**config.mk**
```make
export PLATFORM = sky130hd
export DESIGN_NAME = adc_rate_and_clock_control
export DESIGN_NICKNAME = d
export VERILOG_FILES = /design/src/rtl/two_entry_buffer.v /design/src/rtl/adc_rate_and_clock_control.v
export VERILOG_INCLUDE_DIRS = /design/src /design/src/rtl
export SDC_FILE = /design/constraint.sdc
export NUM_CORES = 1
export LEC_CHECK = 0
export BUFFER_PORTS_ARGS = -buffer_cell sky130_fd_sc_hd__buf_2
export CAP_MARGIN = 0
export CORE_ASPECT_RATIO = 1.1
export CORE_MARGIN = 4
export CORE_UTILIZATION = 45
export DETAILED_ROUTE_END_ITERATION = 10
export GPL_ROUTABILITY_DRIVEN = 0
export PLACE_DENSITY_LB_ADDON = 0.1
export SLEW_MARGIN = 25
export SYNTH_ARGS = -nofsm -noshare
export SYNTH_HDL_FRONTEND = slang
export SYNTH_SLANG_ARGS = --single-unit
```
**constraint.sdc**
```tcl
create_clock -name mclk -period 10.55 [get_ports mclk]
set_input_delay 2.11 -clock mclk [delete_from_list [all_inputs] [get_ports mclk]]
set_output_delay 2.11 -clock mclk [all_outputs]
set_load 0.05 [all_outputs]
```
**src/rtl/adc_rate_consts.vh**
```
// Constants for the converter rate and clock control block.
// Assumes a single 125 MHz system clock; included by its bare name.
`ifndef ADC_RATE_CONSTS_VH
`define ADC_RATE_CONSTS_VH

// ----------------------------------------------------------------------
// Clocks (frequencies in Hz)
// ----------------------------------------------------------------------
`define MCLK_HZ 64'h0000_0000_0773_5940
`define OSC_HI_HZ 64'h0000_0000_0025_8000
`define OSC_LO_HZ 64'h0000_0000_001F_4000
`define SAMPLE_DIV 4'hA

// ----------------------------------------------------------------------
// Conversion lengths in modulator samples
// ----------------------------------------------------------------------
`define CONT_LEN_4 18'h0_1000
`define CONT_LEN_5 18'h0_0800
`define CONT_LEN_6 18'h0_0400
`define CONT_LEN_7 18'h0_0200
`define SING_LEN_0 18'h3_C000
`define SING_LEN_1 18'h1_8000
`define SING_LEN_2 18'h0_C000
`define SING_LEN_3 18'h0_6000
`define SING_LEN_4 18'h0_4000
`define SING_LEN_5 18'h0_2000
`define SING_LEN_6 18'h0_1000
`define SING_LEN_7 18'h0_0800
`define SETTLE_DROP 2'h3

// ----------------------------------------------------------------------
// Command byte fields
// ----------------------------------------------------------------------
`define CMD_START_BIT 7
`define CMD_REG_BIT 6
`define CMD_ADDR_HI 5
`define CMD_ADDR_LO 4
`define CMD_STOP_BIT 3
`define CMD_READ_BIT 0
`define CMD_RATE_HI 2

// ----------------------------------------------------------------------
// Register addresses
// ----------------------------------------------------------------------
`define ADDR_STATUS 2'h0
`define ADDR_CONFIG 2'h1
`define ADDR_GPIO 2'h2
`define ADDR_DATA 2'h3

// ----------------------------------------------------------------------
// First configuration register fields and reset values
// ----------------------------------------------------------------------
`define CFG_OSC_SEL 7
`define CFG_UNIPOLAR 6
`define CFG_EXT_CLK 5
`define CFG_IN_BUF 3
`define CFG_SINGLE 1
`define CFG_RESET 8'h00
`define GPIO_RESET 8'h00
`define DATA_BITS 5'h18
`define BYTE_BITS 5'h08

`endif

```
**src/rtl/two_entry_buffer.v**
```verilog
// Two-entry result buffer with valid/ready on both sides.
// Assumes one clock; in_ready and out_valid come straight from flops.
`timescale 1ns/1ps

module two_entry_buffer #(
  parameter WIDTH = 24
) (
  input wire clk,
  input wire rst,
  input wire in_valid,
  output reg in_ready,
  input wire [WIDTH-1:0] in_data,
  output reg out_valid,
  input wire out_ready,
  output wire [WIDTH-1:0] out_data
);

reg [WIDTH-1:0] slot0;
reg [WIDTH-1:0] slot1;
reg [1:0] count;
reg [1:0] next_count;
wire push;
wire pop;

assign push = in_valid & in_ready;
assign pop = out_valid & out_ready;
assign out_data = slot0;

always @*
begin
  next_count = count;
  if (push && !pop)
    next_count = count + 2'h1;
  else if (pop && !push)
    next_count = count - 2'h1;
end

always @(posedge clk or posedge rst)
begin
  if (rst)
  begin
    slot0 <= {WIDTH{1'b0}};
    slot1 <= {WIDTH{1'b0}};
    count <= 2'h0;
    in_ready <= 1'b1;
    out_valid <= 1'b0;
  end
  else
  begin
    if (push && pop)
    begin
      if (count == 2'h1)
        slot0 <= in_data;
      else
      begin
        slot0 <= slot1;
        slot1 <= in_data;
      end
    end
    else if (push)
    begin
      if (count == 2'h0)
        slot0 <= in_data;
      else
        slot1 <= in_data;
    end
    else if (pop)
      slot0 <= slot1;
    count <= next_count;
    // Full stops the source, so a stalled reader loses no word
    in_ready <= (next_count != 2'h2);
    out_valid <= (next_count != 2'h0);
  end
end

endmodule // two_entry_buffer

```
**src/rtl/adc_rate_and_clock_control.v**
```verilog
// Digital control of a delta-sigma converter: clock source, rates,
// configuration bits, GPIO and the serial pins.
// Assumes the serial pins are already synchronous to mclk and that the
// digital filter delivers one result word after each conv_strobe.
`timescale 1ns/1ps
`include "adc_rate_consts.vh"

// Operation
// RL1: Serial input captured on rising clock edge
// RL2: Ready/data pin low means result ready
// RL3: Ready/data pin changes only on falling edge; the code also sets it when select falls
// RL4: Serial transfers accepted only while select low
// RL5: External clock select takes clock from pin
// RL6: Rates scale with external clock frequency
// RL7: Oscillator select picks high or low frequency
// RL8: System clock divided into timing enables
// RL9: Modulator sampling is system clock over ten
// RL10: Continuous rate codes four to seven decoded
// RL11: Single-cycle rate codes zero to seven decoded
// RL12: Config bit switches input buffer
// RL13: Config bit chooses unipolar or bipolar
// RL14: Four GPIO pins controlled through registers
// RL15: Rate field comes from command byte
// RL16: Continuous results settle after three periods
// RL17: Single-cycle select chooses conversion mode
// RL18: Reset selects internal oscillator
module adc_rate_and_clock_control #(
  parameter CONV_SHIFT = 0
) (
  input wire mclk,
  input wire rst,
  input wire cs_n,
  input wire sclk,
  input wire din,
  output reg rdy_dout,
  output reg rdy_dout_oe,
  input wire ext_clk_in,
  output reg mod_sample,
  output reg conv_strobe,
  output reg conv_busy,
  input wire result_valid,
  output wire result_ready,
  input wire [23:0] result_data,
  output reg input_buffer_en,
  output reg unipolar_en,
  output reg clock_from_pin,
  input wire [3:0] gpio_in,
  output reg [3:0] gpio_out,
  output reg [3:0] gpio_oe
);

// ----------------------------------------------------------------------
// Oscillator phase increments
// ----------------------------------------------------------------------
localparam [63:0] INC_HI_W = (`OSC_HI_HZ << 32) / `MCLK_HZ;
localparam [63:0] INC_LO_W = (`OSC_LO_HZ << 32) / `MCLK_HZ;
localparam [31:0] INC_HI = INC_HI_W[31:0];
localparam [31:0] INC_LO = INC_LO_W[31:0];

// Serial states
localparam [2:0] S_CMD = 3'h1;
localparam [2:0] S_WR = 3'h2;
localparam [2:0] S_RD = 3'h4;

function [17:0] conv_len;
  input single;
  input [2:0] rate;
  reg [17:0] len;
  begin
    len = `CONT_LEN_4;
    if (single)
    begin
      case (rate)
        3'h0: len = `SING_LEN_0;
        3'h1: len = `SING_LEN_1;
        3'h2: len = `SING_LEN_2;
        3'h3: len = `SING_LEN_3;
        3'h4: len = `SING_LEN_4;
        3'h5: len = `SING_LEN_5;
        3'h6: len = `SING_LEN_6;
        default: len = `SING_LEN_7;
      endcase
    end
    else
    begin
      // Codes below four have no continuous rate; they run as code four
      case (rate)
        3'h5: len = `CONT_LEN_5;
        3'h6: len = `CONT_LEN_6;
        3'h7: len = `CONT_LEN_7;
        default: len = `CONT_LEN_4;
      endcase
    end
    len = len >> CONV_SHIFT;
    conv_len = (len == 18'h0_0000) ? 18'h0_0001 : len;
  end
endfunction

reg [7:0] config_reg;
reg [7:0] gpio_reg;
reg [2:0] rate_sel;
reg [31:0] phase;
reg ext_clk_d;
reg sys_tick;
reg [3:0] sample_cnt;
reg [17:0] conv_cnt;
reg [1:0] drop_cnt;
reg sclk_d;
reg cs_d;
reg [2:0] state;
reg [4:0] bit_cnt;
reg [4:0] rd_len;
reg [6:0] in_shift;
reg [23:0] out_shift;
reg [1:0] wr_addr;
reg rd_is_data;
reg buf_pop;
wire [32:0] phase_sum;
wire sclk_rise;
wire sclk_fall;
wire cs_fall;
wire [7:0] in_byte;
wire buf_valid;
wire [23:0] buf_data;
wire keep_result;

// ----------------------------------------------------------------------
// System clock and timing enables
// ----------------------------------------------------------------------
// A phase accumulator cannot hit the oscillator edges exactly; the
// average tick rate is right, with up to one mclk period of jitter.
// RL7: pick oscillator increment
assign phase_sum = {1'b0, phase} +
  {1'b0, (config_reg[`CFG_OSC_SEL] ? INC_LO : INC_HI)};

always @(posedge mclk or posedge rst)
begin
  if (rst)
  begin
    phase <= 32'h0000_0000;
    ext_clk_d <= 1'b0;
    sys_tick <= 1'b0;
    sample_cnt <= 4'h0;
    mod_sample <= 1'b0;
  end
  else
  begin
    phase <= phase_sum[31:0];
    ext_clk_d <= ext_clk_in;
    // RL5: pin edges become the system clock
    // RL6: every later count follows this tick, so rates scale
    if (config_reg[`CFG_EXT_CLK])
      sys_tick <= ext_clk_in & ~ext_clk_d;
    else
      sys_tick <= phase_sum[32];
    mod_sample <= 1'b0;
    // RL8: divide system clock into enables
    // RL9: one modulator sample per ten ticks
    if (sys_tick)
    begin
      if (sample_cnt == `SAMPLE_DIV - 4'h1)
      begin
        sample_cnt <= 4'h0;
        mod_sample <= 1'b1;
      end
      else
        sample_cnt <= sample_cnt + 4'h1;
    end
  end
end

// ----------------------------------------------------------------------
// Serial pin edges
// ----------------------------------------------------------------------
assign sclk_rise = sclk & ~sclk_d & ~cs_n;
assign sclk_fall = ~sclk & sclk_d & ~cs_n;
assign cs_fall = ~cs_n & cs_d;
assign in_byte = {in_shift, din};

// ----------------------------------------------------------------------
// Serial command, register and read logic
// ----------------------------------------------------------------------
always @(posedge mclk or posedge rst)
begin
  if (rst)
  begin
    sclk_d <= 1'b1;
    cs_d <= 1'b1;
    state <= S_CMD;
    bit_cnt <= 5'h00;
    rd_len <= `BYTE_BITS;
    in_shift <= 7'h00;
    out_shift <= 24'h00_0000;
    wr_addr <= `ADDR_STATUS;
    rd_is_data <= 1'b0;
    buf_pop <= 1'b0;
    // RL18: internal oscillator after reset
    config_reg <= `CFG_RESET;
    gpio_reg <= `GPIO_RESET;
    rdy_dout <= 1'b1;
    rdy_dout_oe <= 1'b0;
  end
  else
  begin
    sclk_d <= sclk;
    cs_d <= cs_n;
    buf_pop <= 1'b0;
    rdy_dout_oe <= ~cs_n;
    // RL4: deselect aborts any transfer
    if (cs_n)
    begin
      state <= S_CMD;
      bit_cnt <= 5'h00;
    end
    // RL1: capture on rising serial clock
    else if (sclk_rise)
    begin
      in_shift <= in_byte[6:0];
      bit_cnt <= bit_cnt + 5'h01;
      case (state)
        S_CMD:
        begin
          if (bit_cnt == `BYTE_BITS - 5'h01)
          begin
            bit_cnt <= 5'h00;
            if (in_byte[`CMD_START_BIT] && in_byte[`CMD_REG_BIT])
            begin
              wr_addr <= in_byte[`CMD_ADDR_HI:`CMD_ADDR_LO];
              if (in_byte[`CMD_READ_BIT])
              begin
                state <= S_RD;
                rd_is_data <= 1'b0;
                rd_len <= `BYTE_BITS;
                case (in_byte[`CMD_ADDR_HI:`CMD_ADDR_LO])
                  `ADDR_CONFIG: out_shift <= {config_reg, 16'h0000};
                  `ADDR_GPIO:
                    out_shift <= {gpio_reg[7:4], gpio_in, 16'h0000};
                  `ADDR_DATA:
                  begin
                    out_shift <= buf_data;
                    rd_is_data <= buf_valid;
                    rd_len <= `DATA_BITS;
                  end
                  default:
                    out_shift <= {conv_busy, buf_valid, drop_cnt,
                      1'b0, rate_sel, 16'h0000};
                endcase
              end
              else
                state <= S_WR;
            end
          end
        end
        S_WR:
        begin
          if (bit_cnt == `BYTE_BITS - 5'h01)
          begin
            state <= S_CMD;
            bit_cnt <= 5'h00;
            if (wr_addr == `ADDR_CONFIG)
              config_reg <= in_byte;
            // RL14: direction and level of the GPIO pins
            else if (wr_addr == `ADDR_GPIO)
              gpio_reg <= in_byte;
          end
        end
        S_RD:
        begin
          if (bit_cnt == rd_len - 5'h01)
          begin
            state <= S_CMD;
            bit_cnt <= 5'h00;
            buf_pop <= rd_is_data;
          end
        end
        default:
          state <= S_CMD;
      endcase
    end
    // RL3: pin changes on falling edges, and also when select falls
    if (sclk_fall)
    begin
      if (state == S_RD)
      begin
        rdy_dout <= out_shift[23];
        out_shift <= {out_shift[22:0], 1'b0};
      end
      else
        // RL2: low level flags a waiting result
        rdy_dout <= ~buf_valid;
    end
    // The pin also needs a defined level as soon as it is driven
    else if (cs_fall)
      rdy_dout <= ~buf_valid;
  end
end

// ----------------------------------------------------------------------
// Configuration outputs and GPIO
// ----------------------------------------------------------------------
always @(posedge mclk or posedge rst)
begin
  if (rst)
  begin
    input_buffer_en <= 1'b0;
    unipolar_en <= 1'b0;
    clock_from_pin <= 1'b0;
    gpio_out <= 4'h0;
    gpio_oe <= 4'h0;
  end
  else
  begin
    // RL12: input buffer switch
    input_buffer_en <= config_reg[`CFG_IN_BUF];
    // RL13: unipolar when set, bipolar when clear
    unipolar_en <= config_reg[`CFG_UNIPOLAR];
    clock_from_pin <= config_reg[`CFG_EXT_CLK];
    // RL14: GPIO pins follow their register
    gpio_out <= gpio_reg[3:0];
    gpio_oe <= gpio_reg[7:4];
  end
end

// ----------------------------------------------------------------------
// Conversion timing
// ----------------------------------------------------------------------
always @(posedge mclk or posedge rst)
begin
  if (rst)
  begin
    rate_sel <= 3'h0;
    conv_busy <= 1'b0;
    conv_cnt <= 18'h0_0000;
    conv_strobe <= 1'b0;
    drop_cnt <= 2'h0;
  end
  else
  begin
    conv_strobe <= 1'b0;
    if (result_valid && result_ready && drop_cnt != 2'h0)
      drop_cnt <= drop_cnt - 2'h1;
    if (sclk_rise && state == S_CMD &&
        bit_cnt == `BYTE_BITS - 5'h01 &&
        in_byte[`CMD_START_BIT] && !in_byte[`CMD_REG_BIT])
    begin
      // RL15: rate taken from the command byte
      rate_sel <= in_byte[`CMD_RATE_HI:0];
      conv_busy <= ~in_byte[`CMD_STOP_BIT];
      conv_cnt <= 18'h0_0000;
      // RL16: continuous mode discards three unsettled results
      // RL17: single-cycle mode keeps the first
      drop_cnt <= config_reg[`CFG_SINGLE] ? 2'h0 : `SETTLE_DROP;
    end
    else if (conv_busy && mod_sample)
    begin
      // RL10: continuous lengths per rate code
      // RL11: single-cycle lengths per rate code
      if (conv_cnt == conv_len(config_reg[`CFG_SINGLE], rate_sel) - 18'h1)
      begin
        conv_cnt <= 18'h0_0000;
        conv_strobe <= 1'b1;
        // RL17: single-cycle stops after one result
        if (config_reg[`CFG_SINGLE])
          conv_busy <= 1'b0;
      end
      else
        conv_cnt <= conv_cnt + 18'h0_0001;
    end
  end
end

// ----------------------------------------------------------------------
// Result buffer
// ----------------------------------------------------------------------
// RL16: unsettled results are accepted and dropped
assign keep_result = result_valid & (drop_cnt == 2'h0);

two_entry_buffer #(
  .WIDTH(24)
) u_result_buffer (
  .clk(mclk),
  .rst(rst),
  .in_valid(keep_result),
  .in_ready(result_ready),
  .in_data(result_data),
  .out_valid(buf_valid),
  .out_ready(buf_pop),
  .out_data(buf_data)
);

endmodule // adc_rate_and_clock_control

```
After elaboration in Yosys (flattened, before gate mapping)
Cells that the tools add are included.

Flip-flop bits (word level): 195. Input bits: 35.

Add/subtract/negate cells: 9. Eq/ne operators: 28. Muxes and demuxes: 66. Bitwise gates (word level): 16. Reductions and logical operators: 38.

Operator list (number): 24-bit 2-to-1 mux (17); 18-bit 2-to-1 mux (7); 18-bit case mux with 7 select lines (1); 24-bit case mux with 3 select lines (1); 13-bit case mux with 3 select lines (1); 32-bit by 27-bit adder with 33-bit output (1); 25-bit 2-to-1 mux (1); 5-bit 2-to-1 mux (5); 3-bit 2-to-1 mux (7); 18-bit by 1-bit adder with 18-bit output (second input constant) (1); 18-bit == test (1); 18-bit zero test (1); 1-bit 2-to-1 mux (18); 2-bit nonzero test (9); 18-bit by 1-bit subtractor with 18-bit output (second input constant) (1); 3-bit == test (second input constant) (5); 5-bit AND reduction (3); 3-bit != test (second input constant) (4); 6-bit AND reduction (2); 1-bit logical AND (11); 2-bit 2-to-1 mux (5); 5-bit case mux with 2 select lines (1); 1-bit AND (9); 3-bit by 2-bit == test with 1-bit output (second input constant) (3); other kinds (24) (42).

Longest topological paths before layout
Gate-level depths: netlist (run 1).

Depth after elaboration: 15. Gate-level depth with buffers: 10. Depth with buffers taken out: 9.

Modules after synthesis
Synthesis (run 1) repeated with hierarchy kept, for this count alone.

Cell total of the unflattened synthesis: 936. Area total of the unflattened synthesis: 9902.0 um^2.

By module, submodules not included: adc_rate_and_clock_control (times used 1, cells an instance 693, area each 7118.1 um^2); two_entry_buffer (times used 1, cells an instance 243, area each 2783.9 um^2).

Worst setup path after synthesis (run 1)
OpenSTA, ideal clock, no wires.

Path kind: input port to flip-flop. Start: input cs_n. End: register gpio_reg[1]. Setup time: 0.125 ns. Arrival: 3.732 ns. Required time: 10.425 ns. Path slack: 6.693 ns. Cell stages on the path: 6. Cells stage by stage: clkbuf_2 -> nor3b_2 -> or3b_1 -> nor4b_4 -> nand3b_2 -> mux2_2.

Longest elaborated chain between the ends: 3.

Ends and longest elaborated chain: from (decl) (line adc_rate_and_clock_control.v:32) `input wire cs_n,`; 1-bit inverter (no line) (*); 1-bit AND (line adc_rate_and_clock_control.v:175) `assign sclk_rise = sclk & ~sclk_d & ~cs_n;`; 6-bit AND reduction (no line) (*); to (signal assigned) (line adc_rate_and_clock_control.v:199) `` gpio_reg <= `GPIO_RESET; ``; to (signal assigned) (line adc_rate_and_clock_control.v:264) `gpio_reg <= in_byte;`; to (decl) (line adc_rate_and_clock_control.v:100) `reg [7:0] gpio_reg;`.

Mark *: on every way between the ends. The rest lies on a longest branch, timed or not. A chain may end at the register's enable or synchronous reset.

Worst setup path in the final report (run 1)
Start: input cs_n. End: register out_shift[5].

Longest elaborated chain between the ends: 6. Elaborated cells between the ends (all ways): 7.

Ends and longest elaborated chain: 1-bit inverter (no line); 1-bit AND (line adc_rate_and_clock_control.v:175); 24-bit 2-to-1 mux (line adc_rate_and_clock_control.v:216) `else if (sclk_rise)`; 24-bit 2-to-1 mux (line adc_rate_and_clock_control.v:210) `if (cs_n)`; 24-bit 2-to-1 mux (line adc_rate_and_clock_control.v:283) `if (state == S_RD)`; 24-bit 2-to-1 mux (*) (line adc_rate_and_clock_control.v:281) `if (sclk_fall)`; to (signal assigned) (line adc_rate_and_clock_control.v:235) `` `ADDR_CONFIG: out_shift <= {config_reg, 16'h0000}; ``; to (signal assigned) (line adc_rate_and_clock_control.v:237) `out_shift <= {gpio_reg[7:4], gpio_in, 16'h0000};`; to (signal assigned) (line adc_rate_and_clock_control.v:286) `out_shift <= {out_shift[22:0], 1'b0};`; to (decl) (line adc_rate_and_clock_control.v:114) `reg [23:0] out_shift;`.

Marks and branches as above.

==> results.md, run 1 <==
- Run status: finished clean
- Number of instances in the synthesized netlist: 859
- Ports placed on the boundary: 52
- Number of global-route vias before repair: 6313
- Clock tree skew after final layout: 0.0135 ns
- Highest cell delay on the worst timing path: 0.61 ns
- Critical Path AT: 4.61 ns
- Flip-flop count of the largest register after layout: 32
- Post-synthesis to final-layout area growth: 11.4%
- Clk slew on worst S/H paths: 0.07 ns
- Half-perimeter wire length after placement: 13100 um
- Min-delay src: gpio_reg[2]
- Pwr Density: 153 nW/um^2
- Net count, final: 940
- Maximum root-to-sink buffer count: 2
- Global-route wire length before repair: 32100 um
- Most common flop cell mapped by yosys: sky130_fd_sc_hd__dfrtp_1
- Switching share of power: 25.2%
- Number of enable-type register cells in the synthesized netlist: 0
- Worst hold endpoint: gpio_out[2]
- Highest Clock Rate: 0.231 GHz
- Antenna violation net count after detailed routing: 0
- Design internal power: 1.16 mW
- Class of the most critical setup path: input port to flip-flop
- Htree depth: 4
- Relative contribution of combinational cells to total power: 6.5%
- Data required, critical path: 10.83 ns
- Count of buffer and inverter cells on the critical path: 1
- Warnings, synthesis: 0
- Clock tree from TritonCTS: built
- Share of synthesized area occupied by flip-flops and latches: 52.5%
- Number of synthesized register bits: 191
- Final design area excluding fillers: 10100 sq um
- Initial Utilization: 45.9%
- Final Hold Violating Endpoints: 0
- Total global-route track usage: 17.7%
- Max_slew headroom: 37.2%
- Number of stages on the worst hold path: 0
- Cell with the largest stage delay on the worst path: sky130_fd_sc_hd__nor3b_2
- Commonest cells after routing, fill and taps aside: sky130_fd_sc_hd__dfrtp_1 (186), sky130_fd_sc_hd__nand2_1 (111), sky130_fd_sc_hd__nor2_1 (70)
- Standard cell core area: 19900 sq um
- Transition time at the pin with the least slew margin: 0.941 ns
- Switching power summed over all nets: 391 uW
- Sequential cell fraction of total power: 50.7%
- Worst reg2reg path depth: 8
- DRC violations left: 0
- Count of hold-fix buffers inserted at cts: 0
- Grt total ovfl: 0
- RR Endpoint: phase[23]
- Worst Path Max Fanout: 26
- Setup repair after global routing missed its margin: false
- Final count of negative-setup-slack endpoints: 0
- Gates resized, CTS repair: 0
- Cell type with the highest occurrence count on the critical path: sky130_fd_sc_hd__nand2_1
- Post-route setup slack: 6.22 ns
- Clock share of power: 42.8%
- Total number of clock tree sinks: 191
- Tightest Hold Check Type: flip-flop to flip-flop
- Max Slew Vio Count: 0
- Starting DRT DRC Count: 399
- Post-detailed-route wirelength per cell: 16.2 um
- Synth top area share: 51.1%
- Count of input and output buffers: 51
- Total die area: 22600 sq um
- Crit path launch type: input port
- Die extent in x: 144 um
- Number of buffers created by CTS: 17
- Clk Tree Root Cell: sky130_fd_sc_hd__clkbuf_16
- Family with the most delay on the worst path: simple AND/OR/NAND/NOR gates
- Register-to-Register Setup Slack: 7.34 ns
- Final Critical Period: 4.33 ns
- Cell type with the highest aggregate area in the netlist: sky130_fd_sc_hd__dfrtp_1
- Via Count: 6364
- Utilization after layout: 51.1%
- Maximum vdd ir drop: 91.9 uV
- Most common library cell in the layout ignoring fill and taps: sky130_fd_sc_hd__dfrtp_1
- Fill cells: 1825
- Placed cell areas: 9530 sq um
- Dominant cells by area after synthesis: sky130_fd_sc_hd__dfrtp_1 (51%), sky130_fd_sc_hd__mux2_2 (5.9%), sky130_fd_sc_hd__nand2_1 (4.6%), sky130_fd_sc_hd__xnor2_1 (3.1%), sky130_fd_sc_hd__nor2_1 (2.9%)
- Number of antenna violations at the first check in global routing: 0
- Post-route fraction of the period consumed by the critical path: 41.1%
- Worst setup timing slack at the placement stage: 5.80 ns
- Setup TNS: 0 ns
- Combined area of all synthesized cells: 9110 sq um
- Number of vias per cell: 5.52
- Pin count of the biggest net entering global routing: 106
- Worst hold slack: 0.376 ns
- Vertical die dimension: 157 um
- Fraction of layout instances using a drive strength above 1: 18.0%
- Worst Setup End Kind: flip-flop
- Postcts setup bufs: 0
- Cell leakage power: 4.75 nW
- Skew-Pair Late Insertion Delay: 0.43 ns
- Startpoint of the lowest-slack register-to-register path: config_reg[7]
- DRT Pass-1 Iters: 5
- Synthesized area per cell: 10.6 sq um
- Post-synth cell types: 75
- Cell-by-cell trace of the critical path: buf_2 > nor3b_2 > or3b_1 > nor3_2 > nand2_1 > nand2_1 > a31oi_1
- Most flop-heavy register: phase
- Number of cell rows: 54
- Aggregate routed wire length: 18700 um
- Post-Syn Nets: 911
- Proportion of register bits with asynchronous set or reset after synthesis: 100%
- Max-capacitance violation count: 0
- Final antenna diode count: 0
## final cells by class
type | instances | area (sq um) | area share [%]
Sequential cell | 191 | 4790 | 47.2
Multi-Input combinational cell | 607 | 4080 | 40.3
Clock buffer | 18 | 439 | 4.33
Tap cell | 252 | 315 | 3.11
Timing Repair Buffer | 54 | 282 | 2.77
Clock inverter | 14 | 169 | 1.66
Inverter | 17 | 71.3 | 0.703
## cell families (layout without fill, tap and decap cells)
group                      count (synthesis)  in the layout  share of synthesized area, %
xor gates and xnor gates                  55             55                          5.29
AOI/OAI and AO/OA                        151            151                          10.6
buffers and inverters                     61            103                          2.72
DFF                                      191            191                          52.5
and+or+nand+nor                          307            307                          16.4
adders and majority gates                 19             19                          2.55
muxes                                     75             75                          9.90
## how the worst max path moves through the flow
stage | from | to | depth (start not counted)
final | cs_n | out_shift[5] | 7
after global routing | cs_n | out_shift[5] | 7
after CTS | cs_n | out_shift[14] | 7
after detailed placement | cs_n | out_shift[23] | 7
after global placement | cs_n | rd_is_data | 7
after floorplan | rst | bit_cnt[0] | 1
## Yosys cell counts, drive strengths merged, types with 4 or more instances
cell,number
nand3b,7
and2,5
mux4,7
o31ai,5
clkbuf,36
a31oi,25
nor4,7
nand2,111
ha,17
o21ai,52
buf,8
nor2b,9
inv,17
nor2,70
o21a,4
nand4,7
a21oi,18
dfrtp,186
xnor2,32
nand3,34
mux2i,20
and3,9
or3,4
mux2,48
nor3,17
xor2,23
nor3b,5
o211ai,9
o311ai,4
o22ai,8
nand2b,5
dfstp,5
## routing by layer
metal	vias to the layer above	global-route usage, %	share of wire, %
met5	-	0	0
met4	0	5.34	1.7
met3	21	3.13	3.6
met2	133	27.4	47
met1	3121	25.6	48
li1	3089	-	-
## worst reg2reg max path, stage by stage, from the launching register on
cell and delay, ns:
sky130_fd_sc_hd__dfrtp_1 0.56, sky130_fd_sc_hd__inv_1 0.26, sky130_fd_sc_hd__ha_1 0.41, sky130_fd_sc_hd__and4_1 0.25
sky130_fd_sc_hd__nor4b_1 0.69, sky130_fd_sc_hd__o311ai_0 0.30, sky130_fd_sc_hd__a21oi_1 0.31, sky130_fd_sc_hd__o31ai_1 0.13
sky130_fd_sc_hd__xor2_1 0.15
## metrics by stage
stage | total power, mW | std cells
finish | 1.55 | 1153
global route | 1.62 | 1153
CTS | 1.57 | 1153
detailed placement | 0.904 | 1121
global placement | 0.902 | 1121
floorplan | 0.868 | 859
## power groups by stage
stage          logic [mW]  registers [mW]  clock network [mW]
5_1_grt             0.113           0.791               0.713
3_5_place_dp        0.102           0.802                   0
4_1_cts             0.103           0.788               0.680
6_report            0.101           0.787               0.664
3_3_place_gp        0.100           0.802                   0
2_1_floorplan      0.0891           0.779                   0
Note: power is estimated with default switching activity, not from simulation.
==> run 2, diff against run 1 <==
clock period = 4.5 ns   (was 10.55 ns; I/O delays follow)
==> run 2 against run 1 <==
Wire length up 0.68%. Via count is 0.85% higher. Critical path depth stayed put. Critical path type unchanged. Core utilization barely moved. First-iteration DRC count up 6.5%. Flip-flop and latch count did not move. Clock-buffer cell count increased by 3.
==> results.md, run 2 (synthesis results as in run 1) <==
- Clock tree skew after final layout: 0.00768 ns
- Worst setup path start: cs_n
- Worst Setup End Kind: flip-flop
- Number of antenna violations at the first check in global routing: 0
- Fraction of layout instances using a drive strength above 1: 18.1%
- Antenna violation net count after detailed routing: 0
- Count of input and output buffers: 51
- Post-route setup slack: 1.36 ns
- Worst reg2reg path depth: 8
- Total global-route track usage: 17.6%
- Design internal power: 2.68 mW
- Grt total ovfl: 0
- Global-route wire length before repair: 32200 um
- Final design area excluding fillers: 10100 sq um
- DRC violations left: 0
- Min-delay src: gpio_reg[0]
- Clk Tree Root Cell: sky130_fd_sc_hd__clkbuf_16
- Crit path launch type: input port
- Vertical die dimension: 157 um
- DRT Pass-1 Iters: 5
- Worst setup timing slack at the placement stage: 0.918 ns
- Highest Clock Rate: 0.318 GHz
- Transition time at the pin with the least slew margin: 0.920 ns
- Final antenna diode count: 0
- Final Hold Violating Endpoints: 0
- Postcts setup bufs: 0
- Multi-input logic area: 4080 sq um
- Switching power summed over all nets: 869 uW
- Htree depth: 4
- Post-synthesis to final-layout area growth: 11.3%
- Via Count: 6418
- Post-detailed-route wirelength per cell: 16.3 um
- Area taken by flip-flops and latches: 4790 sq um
- Skew-Pair Late Insertion Delay: 0.43 ns
- Cell leakage power: 4.74 nW
- Aggregate routed wire length: 18900 um
- Number of buffers created by CTS: 17
- Critical Path AT: 3.41 ns
- Switching share of power: 24.5%
- Clock share of power: 41.4%
- Setup repair after global routing missed its margin: false
- Pwr Density: 350 nW/um^2
- Placed cell areas: 9560 sq um
- Class of the most critical setup path: input port to flip-flop
- Max Slew Vio Count: 0
- Commonest cells after routing, fill and taps aside: sky130_fd_sc_hd__dfrtp_1 (186), sky130_fd_sc_hd__nand2_1 (111), sky130_fd_sc_hd__nor2_1 (70)
- Final Critical Period: 3.14 ns
- Half-perimeter wire length after placement: 13500 um
- Net count, final: 943
- Total die area: 22600 sq um
- Max_slew headroom: 38.6%
- Maximum root-to-sink buffer count: 2
- Maximum vdd ir drop: 251 uV
- Tightest Hold Check Type: flip-flop to flip-flop
- Setup TNS: 0 ns
- Most common library cell in the layout ignoring fill and taps: sky130_fd_sc_hd__dfrtp_1
- Flip-flop count of the largest register after layout: 32
- Clock tree from TritonCTS: built
- Worst Path Max Fanout: 26
- Number of global-route vias before repair: 6428
- Sequential cell fraction of total power: 51.9%
- Number of vias per cell: 5.55
- Total number of clock tree sinks: 191
- Number of stages on the worst hold path: 0
- Starting DRT DRC Count: 425
- Startpoint of the lowest-slack register-to-register path: config_reg[7]
- Run status: finished clean
- Initial Utilization: 45.9%
- Die extent in x: 144 um
- Ports placed on the boundary: 52
- Final count of negative-setup-slack endpoints: 0
- Relative contribution of combinational cells to total power: 6.7%
- Data required, critical path: 4.77 ns
- Gates resized, CTS repair: 0
- Pin count of the biggest net entering global routing: 60
- Max-capacitance violation count: 0
- Most flop-heavy register: phase
- Clk slew on worst S/H paths: 0.07 ns
- Fill cells: 1822
- Standard cell core area: 19900 sq um
- Count of hold-fix buffers inserted at cts: 0
- Post-route fraction of the period consumed by the critical path: 69.9%
- Number of cell rows: 54
==> run 2: cell types whose count changed in the layout (fill, tap and decap cells not counted), sizes merged <==
cell,change
inv,-5
bufinv,-1
clkinvlp,+2
clkbuf,+3
buf,+3
clkinv,+1
==> run 2: routing by layer <==
layer / vias to the layer above / share of wire (%) / global-route usage, %
met5: - / 0 / 0
li1: 3095 / - / -
met1: 3165 / 47 / 24.7
met3: 25 / 4.5 / 3.71
met4: 0 / 1.4 / 5.74
met2: 133 / 47 / 27.5
==> run 2: through the flow <==
| stage | hold slack [ns] | instances | total power [mW] | utilization (%) |
|---|---|---|---|---|
| 3_5_place_dp | 0.363 | 1124 | 2.12 | 48.1 |
| 5_1_grt | 0.389 | 1156 | 3.70 | 51.1 |
| 6_report | 0.377 | 1156 | 3.55 | 51.1 |
| 3_3_place_gp | 0.357 | 1124 | 2.11 | 48.1 |
| 2_1_floorplan | 0.349 | 859 | 2.04 | - |
| 4_1_cts | 0.379 | 1156 | 3.60 | 51.0 |
==> run 2: final timing paths <==
path	to	slack [ns]
setup / recovery	rd_is_data	1.36
hold / removal	gpio_out[0]	0.38
setup reg to reg	phase[23]	1.37
hold reg to reg	gpio_out[0]	0.38
max in group asynchronous	out_shift[13]	2.99
min in group asynchronous	phase[28]	0.50
==> run 2: critical path, stage by stage <==
cell and delay [ns]:
sky130_fd_sc_hd__buf_2 0.15, sky130_fd_sc_hd__nor3b_2 0.63, sky130_fd_sc_hd__or3b_1 0.51, sky130_fd_sc_hd__nor3_2 0.28, sky130_fd_sc_hd__nand2_1 0.56, sky130_fd_sc_hd__nand2_1 0.25, sky130_fd_sc_hd__o21ai_0 0.12
==> run 2: layout make-up <==
class	instances	share of cell area, %
multi-input combinational	607	40.3
inverter	17	0.666
clock buffer	21	4.64
sequential	191	47.2
clock inverter	11	1.05
tap	252	3.11
timing repair buffer	57	3.08
==> run 2: power groups by stage <==
stage / combinational [mW] / clock [mW] / sequential, mW
finish: 0.237 / 1.47 / 1.84
global route: 0.265 / 1.58 / 1.85
CTS: 0.241 / 1.52 / 1.84
detailed placement: 0.241 / 0 / 1.88
global placement: 0.236 / 0 / 1.87
floorplan: 0.209 / 0 / 1.83
